### config.mk
export PLATFORM = sky130hd
export DESIGN_NAME = addr_mode_unit
export DESIGN_NICKNAME = d
export VERILOG_FILES = /design/src/pkg/addr_mode_pkg.sv /design/src/hw/ea_adder.sv /design/src/hw/addr_mode_unit.sv
export SDC_FILE = /design/constraint.sdc
export NUM_CORES = 1
export LEC_CHECK = 0
export BUFFER_PORTS_ARGS = -buffer_cell sky130_fd_sc_hd__clkbuf_2
export CELL_PAD_IN_SITES_DETAIL_PLACEMENT = 1
export CELL_PAD_IN_SITES_GLOBAL_PLACEMENT = 1
export CORE_ASPECT_RATIO = 1.5
export CORE_UTILIZATION = 33
export CTS_BUF_LIST = sky130_fd_sc_hd__clkbuf_2
export DETAILED_ROUTE_END_ITERATION = 8
export GPL_ROUTABILITY_DRIVEN = 0
export PLACE_DENSITY = 0.73
export SLEW_MARGIN = 25
export SYNTH_ARGS = -nofsm -noshare
export SYNTH_HDL_FRONTEND = slang
export SYNTH_SLANG_ARGS = --single-unit
### constraint.sdc
create_clock -name clk_i -period 3.1 [get_ports clk_i]
set_clock_uncertainty 0.1 [all_clocks]
set_input_delay 0 -clock clk_i [delete_from_list [all_inputs] [get_ports clk_i]]
set_output_delay 0 -clock clk_i [all_outputs]
set_load 0.01 [all_outputs]
### src/pkg/addr_mode_pkg.sv
// Shared types and constants for the operand address-mode unit
package addr_mode_pkg;

  // Addressing modes presented by the opcode decoder
  typedef enum logic [3:0] {
    MODE_INH,
    MODE_IMM,
    MODE_DIR_S,
    MODE_DIR_L,
    MODE_IDX_0,
    MODE_IDX_S,
    MODE_IDX_L,
    MODE_IND_S,
    MODE_IND_L,
    MODE_IIX_S,
    MODE_IIX_L,
    MODE_REL_D,
    MODE_REL_I
  } mode_type;

  // One decode request, taken when start_i is high in idle
  typedef struct packed {
    mode_type   mode;
    logic       use_y;
    logic       rmw;
    logic       set_irq_mask_op;
    logic       clear_irq_mask_op;
  } req_type;

  // Result held from done_o until the next request is taken
  typedef struct packed {
    logic [15:0] ea;
    logic [7:0]  operand;
    logic [1:0]  length;
    logic        has_ea;
    logic        refused;
  } res_type;

  localparam logic [7:0]  PAGE_ZERO_HI  = 8'h00;
  localparam logic [15:0] PAGE_ZERO_END = 16'h00FF;
  localparam logic [15:0] ADDR_STEP     = 16'h0001;
  localparam logic [7:0]  PTR_STEP      = 8'h01;
  localparam logic [1:0]  IRQ_LEVEL_MAX = 2'h3;
  localparam logic [1:0]  IRQ_LEVEL_MIN = 2'h0;
  localparam logic [1:0]  IRQ_LEVEL_RST = 2'h3;
  localparam logic [1:0]  LEN_ONE       = 2'h1;
  localparam logic [1:0]  LEN_TWO       = 2'h2;
  localparam logic [1:0]  LEN_THREE     = 2'h3;

endpackage

### src/hw/ea_adder.sv
// Effective-address adder: unsigned index add or signed relative add
`timescale 1ns/100ps
`default_nettype none
module ea_adder (
  input  wire logic [15:0] base_i,
  input  wire logic [7:0]  offset_i,
  input  wire logic        signed_i,
  output logic      [15:0] sum_o
);
  logic [15:0] ext;

  // (RL19) Index carry kept as bit 8; a carry out of bit 15 is dropped
  always_comb begin
    ext   = signed_i ? {{8{offset_i[7]}}, offset_i} : {8'h00, offset_i};
    sum_o = base_i + ext;
  end
endmodule
`default_nettype wire

### src/hw/addr_mode_unit.sv
// Operand address-mode unit: fetches operand bytes and forms the address
//
// Overview of operation
// (RL1) Inherent ops are one byte; nothing is fetched beyond the opcode.
// (RL2) Immediate ops are two bytes; the byte after the opcode is the operand.
// (RL3) Short variants stay in page zero, short indexed ones reach 1FE; long variants reach all 64K.
// (RL4) Read-modify-write ops accept short variants only; long ones refused.
// (RL5) Short direct: one byte after opcode is the address, 00 to FF.
// (RL6) Long direct: two bytes after opcode form a 16-bit address.
// (RL7) Indexed: address is unsigned sum of X or Y and the offset.
// (RL8) Indexed no offset: index alone is the address, no byte fetched.
// (RL9) Short indexed: byte offset plus index, reaching 00 to 1FE.
// (RL10) Long indexed: word offset plus index, reaching all 64K.
// (RL11) Indirect: byte after opcode addresses a pointer read from memory.
// (RL12) Short indirect: byte pointer address, byte pointer, 00 to FF.
// (RL13) Long indirect forms read a word pointer from a page-zero address.
// (RL14) Indirect indexed: pointer read from memory plus index register.
// (RL15) Short indirect indexed: byte pointer plus index, 00 to 1FE.
// (RL16) Set-mask op raises the interrupt mask to level 3.
// (RL17) Clear-mask op lowers the interrupt mask to level 0; if set-mask is also requested, the unit sets level 3.
// (RL18) Relative: signed 8-bit offset, direct or read from memory, moves PC.
// (RL19) Byte fields are zero-extended except the signed relative offset; index carry kept as address bit 8.
`timescale 1ns/100ps
`default_nettype none
module addr_mode_unit (
  input  wire logic                    clk_i,
  input  wire logic                    nrst_i,
  input  wire logic                    start_i,
  input  wire addr_mode_pkg::req_type  req_i,
  input  wire logic [15:0]             pc_i,
  input  wire logic [7:0]              x_i,
  input  wire logic [7:0]              y_i,
  output logic                         busy_o,
  output logic                         mem_rd_o,
  output logic [15:0]                  mem_addr_o,
  input  wire logic [7:0]              mem_rdata_i,
  input  wire logic                    mem_ack_i,
  output logic                         done_o,
  output addr_mode_pkg::res_type       res_o,
  output logic [1:0]                   irq_level_o
);

  typedef enum logic [2:0] {
    ST_IDLE,
    ST_FETCH1,
    ST_FETCH2,
    ST_PTR1,
    ST_PTR2
  } state_type;

  state_type              state_ff, nxt_state;
  addr_mode_pkg::req_type req_ff, nxt_req;
  addr_mode_pkg::res_type res_ff, nxt_res;
  logic [15:0]            pc_ff, nxt_pc;
  logic [7:0]             ptr_ff, nxt_ptr;
  logic [7:0]             hi_ff, nxt_hi;
  logic                   rd_ff, nxt_rd;
  logic [15:0]            maddr_ff, nxt_maddr;
  logic                   done_ff, nxt_done;
  logic [1:0]             irq_ff, nxt_irq;

  logic [15:0]            add_base;
  logic [7:0]             add_off;
  logic                   add_signed;
  logic [15:0]            add_sum;
  logic [7:0]             index;
  logic [15:0]            pc_next2;
  // (RL3) Page-zero extension
  function automatic logic [15:0] zext(input logic [7:0] b);
    zext = {addr_mode_pkg::PAGE_ZERO_HI, b};
  endfunction
  function automatic logic is_long(input addr_mode_pkg::mode_type m);
    is_long = (m == addr_mode_pkg::MODE_DIR_L) ||
              (m == addr_mode_pkg::MODE_IDX_L) ||
              (m == addr_mode_pkg::MODE_IND_L) ||
              (m == addr_mode_pkg::MODE_IIX_L);
  endfunction
  function automatic logic is_rel(input addr_mode_pkg::mode_type m);
    is_rel = (m == addr_mode_pkg::MODE_REL_D) ||
             (m == addr_mode_pkg::MODE_REL_I);
  endfunction
  assign index    = req_ff.use_y ? y_i : x_i;
  assign pc_next2 = pc_ff + addr_mode_pkg::ADDR_STEP;
  // (RL7) Adder operand select
  always_comb begin
    add_signed = is_rel(req_ff.mode);
    add_off    = add_signed ? mem_rdata_i : index;
    if (add_signed) begin
      add_base = pc_next2;
    end else if (state_ff == ST_FETCH2) begin
      add_base = {ptr_ff, mem_rdata_i};
    end else if (state_ff == ST_PTR2) begin
      add_base = {hi_ff, mem_rdata_i};
    end else begin
      add_base = zext(mem_rdata_i);
    end
  end
  ea_adder u_adder (
    .base_i   (add_base),
    .offset_i (add_off),
    .signed_i (add_signed),
    .sum_o    (add_sum)
  );
  always_comb begin
    nxt_state = state_ff;
    nxt_req   = req_ff;
    nxt_res   = res_ff;
    nxt_pc    = pc_ff;
    nxt_ptr   = ptr_ff;
    nxt_hi    = hi_ff;
    nxt_rd    = rd_ff;
    nxt_maddr = maddr_ff;
    nxt_done  = 1'b0;
    nxt_irq   = irq_ff;
    unique case (state_ff)
      ST_IDLE: begin
        if (start_i) begin
          nxt_req         = req_i;
          nxt_pc          = pc_i + addr_mode_pkg::ADDR_STEP;
          nxt_res         = '0;
          nxt_res.length  = addr_mode_pkg::LEN_TWO;
          nxt_maddr       = pc_i + addr_mode_pkg::ADDR_STEP;
          if (req_i.rmw && is_long(req_i.mode)) begin
            // (RL4) Long refused for rmw
            nxt_res.refused = 1'b1;
            nxt_done        = 1'b1;
          end else if (req_i.mode == addr_mode_pkg::MODE_INH) begin
            // (RL1) Single byte, no fetch
            nxt_res.length = addr_mode_pkg::LEN_ONE;
            nxt_done       = 1'b1;
            // (RL16) Mask to top level
            if (req_i.set_irq_mask_op) begin
              nxt_irq = addr_mode_pkg::IRQ_LEVEL_MAX;
            // (RL17) Mask to level zero
            end else if (req_i.clear_irq_mask_op) begin
              nxt_irq = addr_mode_pkg::IRQ_LEVEL_MIN;
            end
          end else if (req_i.mode == addr_mode_pkg::MODE_IDX_0) begin
            // (RL8) Index alone, no fetch
            nxt_res.length = addr_mode_pkg::LEN_ONE;
            nxt_res.ea     = zext(req_i.use_y ? y_i : x_i);
            nxt_res.has_ea = 1'b1;
            nxt_done       = 1'b1;
          end else begin
            nxt_rd    = 1'b1;
            nxt_state = ST_FETCH1;
          end
        end
      end
      ST_FETCH1: begin
        if (mem_ack_i) begin
          nxt_ptr        = mem_rdata_i;
          nxt_res.has_ea = 1'b1;
          nxt_done       = 1'b1;
          nxt_rd         = 1'b0;
          nxt_state      = ST_IDLE;
          unique case (req_ff.mode)
            addr_mode_pkg::MODE_IMM: begin
              // (RL2) Operand is the next byte
              nxt_res.operand = mem_rdata_i;
              nxt_res.has_ea  = 1'b0;
            end
            addr_mode_pkg::MODE_DIR_S: begin
              // (RL5) Page-zero direct address
              nxt_res.ea = zext(mem_rdata_i);
            end
            addr_mode_pkg::MODE_IDX_S: begin
              // (RL9) Byte offset plus index
              nxt_res.ea = add_sum;
            end
            addr_mode_pkg::MODE_REL_D: begin
              // (RL18) Signed offset onto PC
              nxt_res.ea = add_sum;
            end
            addr_mode_pkg::MODE_DIR_L,
            addr_mode_pkg::MODE_IDX_L: begin
              nxt_done       = 1'b0;
              nxt_rd         = 1'b1;
              nxt_maddr      = pc_next2;
              nxt_res.length = addr_mode_pkg::LEN_THREE;
              nxt_state      = ST_FETCH2;
            end
            default: begin
              // (RL11) Pointer read from page zero
              nxt_done  = 1'b0;
              nxt_rd    = 1'b1;
              nxt_maddr = zext(mem_rdata_i);
              nxt_state = ST_PTR1;
            end
          endcase
        end
      end
      ST_FETCH2: begin
        if (mem_ack_i) begin
          nxt_rd    = 1'b0;
          nxt_done  = 1'b1;
          nxt_state = ST_IDLE;
          // (RL6) Word address, high byte first
          // (RL10) Word offset plus index
          nxt_res.ea = (req_ff.mode == addr_mode_pkg::MODE_IDX_L) ?
                       add_sum : {ptr_ff, mem_rdata_i};
        end
      end
      ST_PTR1: begin
        if (mem_ack_i) begin
          nxt_hi = mem_rdata_i;
          if (is_long(req_ff.mode)) begin
            // (RL13) Second pointer byte
            nxt_maddr = zext(ptr_ff + addr_mode_pkg::PTR_STEP);
            nxt_state = ST_PTR2;
          end else begin
            nxt_rd    = 1'b0;
            nxt_done  = 1'b1;
            nxt_state = ST_IDLE;
            // (RL12) Byte pointer in page zero
            // (RL15) Byte pointer plus index
            // (RL18) Offset read from memory
            nxt_res.ea = (req_ff.mode == addr_mode_pkg::MODE_IND_S) ?
                         zext(mem_rdata_i) : add_sum;
          end
        end
      end
      ST_PTR2: begin
        if (mem_ack_i) begin
          nxt_rd    = 1'b0;
          nxt_done  = 1'b1;
          nxt_state = ST_IDLE;
          // (RL14) Word pointer plus index
          nxt_res.ea = (req_ff.mode == addr_mode_pkg::MODE_IIX_L) ?
                       add_sum : {hi_ff, mem_rdata_i};
        end
      end
    endcase
  end

  always_ff @(posedge clk_i) begin
    if (!nrst_i) begin
      state_ff <= ST_IDLE;
      req_ff   <= '0;
      res_ff   <= '0;
      pc_ff    <= '0;
      ptr_ff   <= '0;
      hi_ff    <= '0;
      rd_ff    <= 1'b0;
      maddr_ff <= '0;
      done_ff  <= 1'b0;
      irq_ff   <= addr_mode_pkg::IRQ_LEVEL_RST;
    end else begin
      state_ff <= nxt_state;
      req_ff   <= nxt_req;
      res_ff   <= nxt_res;
      pc_ff    <= nxt_pc;
      ptr_ff   <= nxt_ptr;
      hi_ff    <= nxt_hi;
      rd_ff    <= nxt_rd;
      maddr_ff <= nxt_maddr;
      done_ff  <= nxt_done;
      irq_ff   <= nxt_irq;
    end
  end

  assign busy_o      = (state_ff != ST_IDLE);
  assign mem_rd_o    = rd_ff;
  assign mem_addr_o  = maddr_ff;
  assign done_o      = done_ff;
  assign res_o       = res_ff;
  assign irq_level_o = irq_ff;
endmodule
`default_nettype wire

; Word level (Yosys, flattened, before mapping)
; Cells that the tools add are included.
[totals]
regBits = 88
latchBits = 0
ramBits = 0
mem_bits_ro = 0
in_bits = 52
out_inout_bits = 49
word_cells = 151
n_memories = 0
[classes]
addsub = 4
mul = 0
div = 0
n_lt_le_gt_ge = 0
eq_ne = 34
n_shift = 0
muxes = 68
bitwise = 1
reduce_logical = 29
[ops]
columns = operator, n
row1 = 16-bit 2-to-1 mux, 15
row2 = 16-bit one-hot mux with 5 select lines, 1
row3 = 16-bit one-hot mux with 2 select lines, 2
row4 = 8-bit 2-to-1 mux, 7
row5 = 16-bit one-hot mux with 3 select lines, 1
row6 = "16-bit by 1-bit adder with 16-bit output, second input constant", 2
row7 = 3-bit 2-to-1 mux, 10
row8 = 28-bit 2-to-1 mux, 1
row9 = 27-bit 2-to-1 mux, 1
row10 = "4-bit == test, second input constant", 6
row11 = "2-bit != test, second input constant", 11
row12 = 11-bit one-hot mux with 2 select lines, 1
row13 = 1-bit 2-to-1 mux, 21
row14 = "4-bit by 3-bit == test with 1-bit output, second input constant", 5
row15 = 16-bit adder, 1
row16 = 7-bit AND reduction, 2
row17 = "4-bit by 2-bit == test with 1-bit output, second input constant", 3
row18 = 3-bit one-hot mux with 4 select lines, 1
row19 = "8-bit by 1-bit adder with 8-bit output, second input constant", 1
row20 = 2-bit 2-to-1 mux, 4
row21 = 1-bit one-hot mux with 4 select lines, 2
row22 = 4-bit AND reduction, 2
row23 = 8-bit AND reduction, 1
row24 = 1-bit logical OR, 7
row25 = other kinds (19), 28

; Longest topological paths before layout
[depth]
word_depth = 9
ltp_mapped = 16
mapped_depth_nobuf = 14

; Hierarchy
; A second synthesis with hierarchy kept.
[hier_totals]
hier_cells = 801
area_unflattened_um2 = 6157.2
[modules_own_cells]
columns = mod, instances, cells_per_inst, area_each_um2, seq_area_each_um2
row1 = addr_mode_unit, 1, 708, 5425.2, 1741.7
row2 = ea_adder, 1, 93, 732.0, 0.0

; Worst setup path after synthesis
; OpenSTA, ideal clock, no wires.
[synth_path]
path_type = reg-to-reg
startpoint = reg req_ff[6] in the netlist's numbering
endpoint = reg res_ff, in the netlist res_o[26]
setup_time_ns = 0.092
arrival_ns = 3.210
t_required_ns = 2.908
slack_ns = -0.302
path_stages_with_launch = 17
path_buffers = 3
synth_period_minus_slack_ns = 3.402
cell_sequence = dfxtp_1 -> buf_4 -> nor3b_1 -> o21ai_0 -> clkbuf_1 -> clkbuf_1 -> nand2_1 -> o21ai_0 -> ha_1 -> inv_1 -> fa_1 -> nor2b_1 -> o211ai_1 -> a31oi_1 -> o211ai_1 -> and4_1 -> o32ai_1
[synth_via]
elab_chain_len = 9
word_cells_on_any_way = 31
cone_classes = add/sub (1) / eq/ne (11) / mux (13) / reduce/logical (6)
[synth_rtl]
columns = element, line
row1 = start: declaration, addr_mode_unit.sv:52  ; addr_mode_pkg::req_type req_ff, nxt_req;
row2 = start signal: assignment, addr_mode_unit.sv:250  ; req_ff <= nxt_req;
row3 = 4-bit == test (on tied branches), "addr_mode_unit.sv:79, addr_mode_unit.sv:157, addr_mode_unit.sv:80"
row4 = 1-bit logical OR, addr_mode_unit.sv:79  ; is_rel = (m == addr_mode_pkg::MODE_REL_D) ||
row5 = 8-bit 2-to-1 mux, addr_mode_unit.sv:87  ; add_off = add_signed ? mem_rdata_i : index;
row6 = 16-bit 2-to-1 mux, ea_adder.sv:14  ; ext = signed_i ? {{8{offset_i[7]}}, offset_i} : {8'h00, offset_i};
row7 = 16-bit adder, ea_adder.sv:15  ; sum_o = base_i + ext;
row8 = 16-bit 2-to-1 mux, addr_mode_unit.sv:218  ; nxt_res.ea = (req_ff.mode == addr_mode_pkg::MODE_IND_S) ?
row9 = 16-bit 2-to-1 mux, addr_mode_unit.sv:207  ; if (is_long(req_ff.mode)) begin
row10 = 16-bit 2-to-1 mux, addr_mode_unit.sv:205  ; if (mem_ack_i) begin
row11 = 16-bit one-hot mux with 5 select lines, addr_mode_unit.sv:115  ; unique case (state_ff)
row12 = end signal: assignment, addr_mode_unit.sv:251  ; res_ff <= nxt_res;
row13 = end: declaration, addr_mode_unit.sv:53  ; addr_mode_pkg::res_type res_ff, nxt_res;
; Parallel ways exist; a longest one is shown, timed or not. The select of a mux whose other input is x is not followed.
; A chain may end at the register's enable or synchronous reset.

; Worst setup path in the final report
[layout_path]
startpoint = reg req_ff[5] in the netlist's numbering
endpoint = reg res_ff, in the netlist res_o[23]
; Same word-level chain as after synthesis.

==> flow_summary.json <==
{
  "cts_buffers": 9,
  "vias": 6854,
  "rsz0062_at_grt": "true",
  "pin_count": 101,
  "ir_worst_vdd_uv": 248,
  "reg2reg_depth": 14,
  "port_buffers": 100,
  "layout-drive-gt1-share_pct": 30.1,
  "clkLatencyLatePin_ns": 0.63,
  "drv_slew": 0,
  "wire_per_inst_um": 19.9,
  "root_buffer": "clkbuf_2",
  "rr_startpoint": "req_ff[5]",
  "clk_pin_slew_ns": 0.28,
  "hold_violations": 0,
  "dp.cells": 1101,
  "min-delay-start": "pc_i[0]",
  "arrival_ns": 3.60,
  "grtUsageTotal_pct": 25.0,
  "cpMaxStageDelayCell": "dfxtp_4",
  "syn_inst": 760,
  "final_core_util_pct": 48.2,
  "grt_pass1_vias": 6856,
  "ys_seq_elements": 87,
  "synth.distinct_cells": 77,
  "violations": "DRC, setup timing",
  "die_w_um": 111,
  "cp-start-kind": "register",
  "relSlewSlack_pct": 47.7,
  "cts.sinks": 87,
  "grt_pass1_wl_mm": 36.0,
  "rows": 59,
  "outcome": "finished, violations left",
  "postRouteAntennaNets": 0,
  "drt_pass1_iterations": 7,
  "async_flop_share_pct": 0,
  "critPathKind": "register to register",
  "yosysWarningCount": 0,
  "cp.required_ns": 3.55,
  "synth_edf_count": 0,
  "syn-num-nets": 831,
  "max_freq_mhz": 317,
  "worstHoldPathCells": 3,
  "start_util_pct": 33.8,
  "worst_pin_slew_ns": 0.779,
  "instances_no_fill": 1208,
  "min_path_type": "input port to register",
  "crit_fanout": 7,
  "crit_chain": "and3b_2 > o21ai_2 > buf_6 > buf_6 > buf_12 > nor2_1 > a21oi_1 > ha_1 > a21oi_1 > o211a_4 > o31ai_4 > xor2_1 > a222oi_1 > o21ai_1",
  "setup_tns_ns": -0.114,
  "nets": 1060,
  "setup_slack_ns": -0.0549,
  "grt_max_degree": 37,
  "cts_htree_levels": 3,
  "dp_hpwl_mm": 16.7,
  "avgSynthCellArea_um2": 7.74,
  "die_height_um": 165,
  "pre_cts_slack_ns": -0.0989,
  "synth_ff_type": "dfxtp_1",
  "antenna_found_initial": 1,
  "dieArea_um2": 18400,
  "vias_per_cell": 5.67,
  "cts_tree": "done",
  "cp_slowest_stage_delay_ns": 0.42,
  "stdcell_area_um2": 8400,
  "yosysSeqAreaShare_pct": 29.6,
  "grt_overflow": 0,
  "startpoint": "req_ff[5]",
  "areaGrowthSynthToFinish_pct": 42.9,
  "first_iter_violations": 268,
  "power.density_nw_per_um2": 371,
  "synth_area_um2": 5880,
  "fin_crit_sh_pct": 102,
  "setup_viol": 3,
  "post-route-drc-count": 18,
  "core_area_um2": 17400,
  "post-route-min-period_ns": 3.15,
  "finalWirelength_mm": 24.0,
  "cts_max_path_buffers": 2,
  "critPathCaptureType": "register",
  "maxCapViolations": 0,
  "place_area_um2": 7020,
  "p_leak_nw": 3.45
}
-- worst paths after layout --
path | to | slack, ns
worst min register to register | res_o[23] | 0.38
worst max-delay path | res_o[23] | -0.05
worst min-delay path | pc_ff[0] | 0.06
worst max register to register | res_o[23] | -0.05
-- logic make-up after synthesis --
kind of cell / Yosys count / synth area share [%]
buffers and inverters: 62 / 4.79
and+or+nand+nor: 273 / 21.9
xor gates and xnor gates: 47 / 7.23
muxes: 22 / 3.79
DFF: 87 / 29.6
AOI/OAI and AO/OA: 250 / 28.5
adders and majority gates: 19 / 4.17
-- per-stage QoR --
step / hold slack (ns) / total power, mW
floorplan: -0.00431 / 1.93
global placement: 0.127 / 2.33
detailed placement: 0.131 / 2.35
CTS: 0.0219 / 3.01
global route: 0.0579 / 3.28
finish: 0.0580 / 3.12
-- state kept, by name, indices dropped and copies added (netlist names) --
register and count:
res_o 28, mem_addr_o 16, pc_ff 16, hi_ff 8, ptr_ff 8, req_ff 5, state_ff 3, done_o 1
irq_level_o 1, mem_rd_o 1
-- worst max-delay path: cells and delay by family, from the launching register on --
| kind | cells | cell delay (ns) |
|---|---|---|
| compound gates | 7 | 1.47 |
| xor+xnor | 1 | 0.16 |
| fa+ha+maj | 1 | 0.29 |
| buf+inv | 3 | 0.38 |
| flops | 1 | 0.42 |
| simple gates | 2 | 0.25 |
-- layout by cell type (no fill, tap or decap), types with 5 or more instances in the layout --
cell,n
a211oi_1,21
a21o_1,8
a21oi_1,63
a21oi_2,10
a221oi_1,6
a22oi_1,17
a31oi_1,7
and2_1,8
and3_1,10
buf_4,87
buf_6,5
clkbuf_2,109
dfxtp_1,77
dfxtp_2,9
dlygate4sd3_1,69
ha_1,11
ha_4,5
inv_1,12
mux2i_1,20
nand2_1,90
nand2b_1,6
nand3_1,22
nand4_1,10
nor2_1,75
nor3_1,6
o211ai_1,10
o21a_1,5
o21ai_0,28
o21ai_1,8
o22ai_1,9
or3_1,7
xnor2_1,17
xor2_1,21
xor2_2,5
-- where the power goes --
part	internal, mW	switching [mW]
logic	0.533	0.683
registers	1.23	0.0886
clock network	0.115	0.472
total	1.88	1.24
-- synth_stat cells (all sizes together) (5+ instances only) --
cell / number / area [µm²]
a211oi: 24 / 180
a21o: 8 / 60.1
a21oi: 74 / 374
a221oi: 6 / 52.6
a22oi: 17 / 128
a31oi: 9 / 56.3
and2: 8 / 50.1
and3: 11 / 68.8
buf: 26 / 146
clkbuf: 21 / 78.8
dfxtp: 87 / 1740
ha: 18 / 225
inv: 14 / 52.6
mux2i: 20 / 200
nand2: 90 / 338
nand2b: 6 / 37.5
nand3: 25 / 125
nand4: 10 / 62.6
nor2: 83 / 319
nor3: 9 / 50.1
nor3b: 6 / 50.1
o211ai: 10 / 75.1
o21a: 5 / 37.5
o21ai: 40 / 200
o22ai: 9 / 56.3
or3: 8 / 50.1
xnor2: 20 / 175
xor2: 26 / 228
-- cell type report --
class,count,area (µm²)
clock inverter,7,56.3
antenna,1,2.50
multi-input combinational,611,4230
clock buffer,9,45.0
fill,2150,9020
inverter,15,56.3
sequential,87,1760
tap,213,267
timing repair buffer,265,1990
-- what timing repair did --
action                                  in CTS  in global routing
cloned                                       0                  2
pin swaps                                    0                 41
gates resized for setup                      9                 89
endpoints found under the setup margin       4                 10
setup buffers                                1                 18
hold buffers                                69                  0
hold endpoints to repair                    86                  0
-- metal layers --
layer / vias up / wire length (µm) / global-route usage (%)
met2: 208 / 12600 / 47.2
met5: - / 0 / 0
met1: 3328 / 9440 / 27.7
li1: 3244 / - / -
met4: 0 / 1160 / 12.9
met3: 74 / 816 / 2.66
Power figures use the tool's default switching activity.
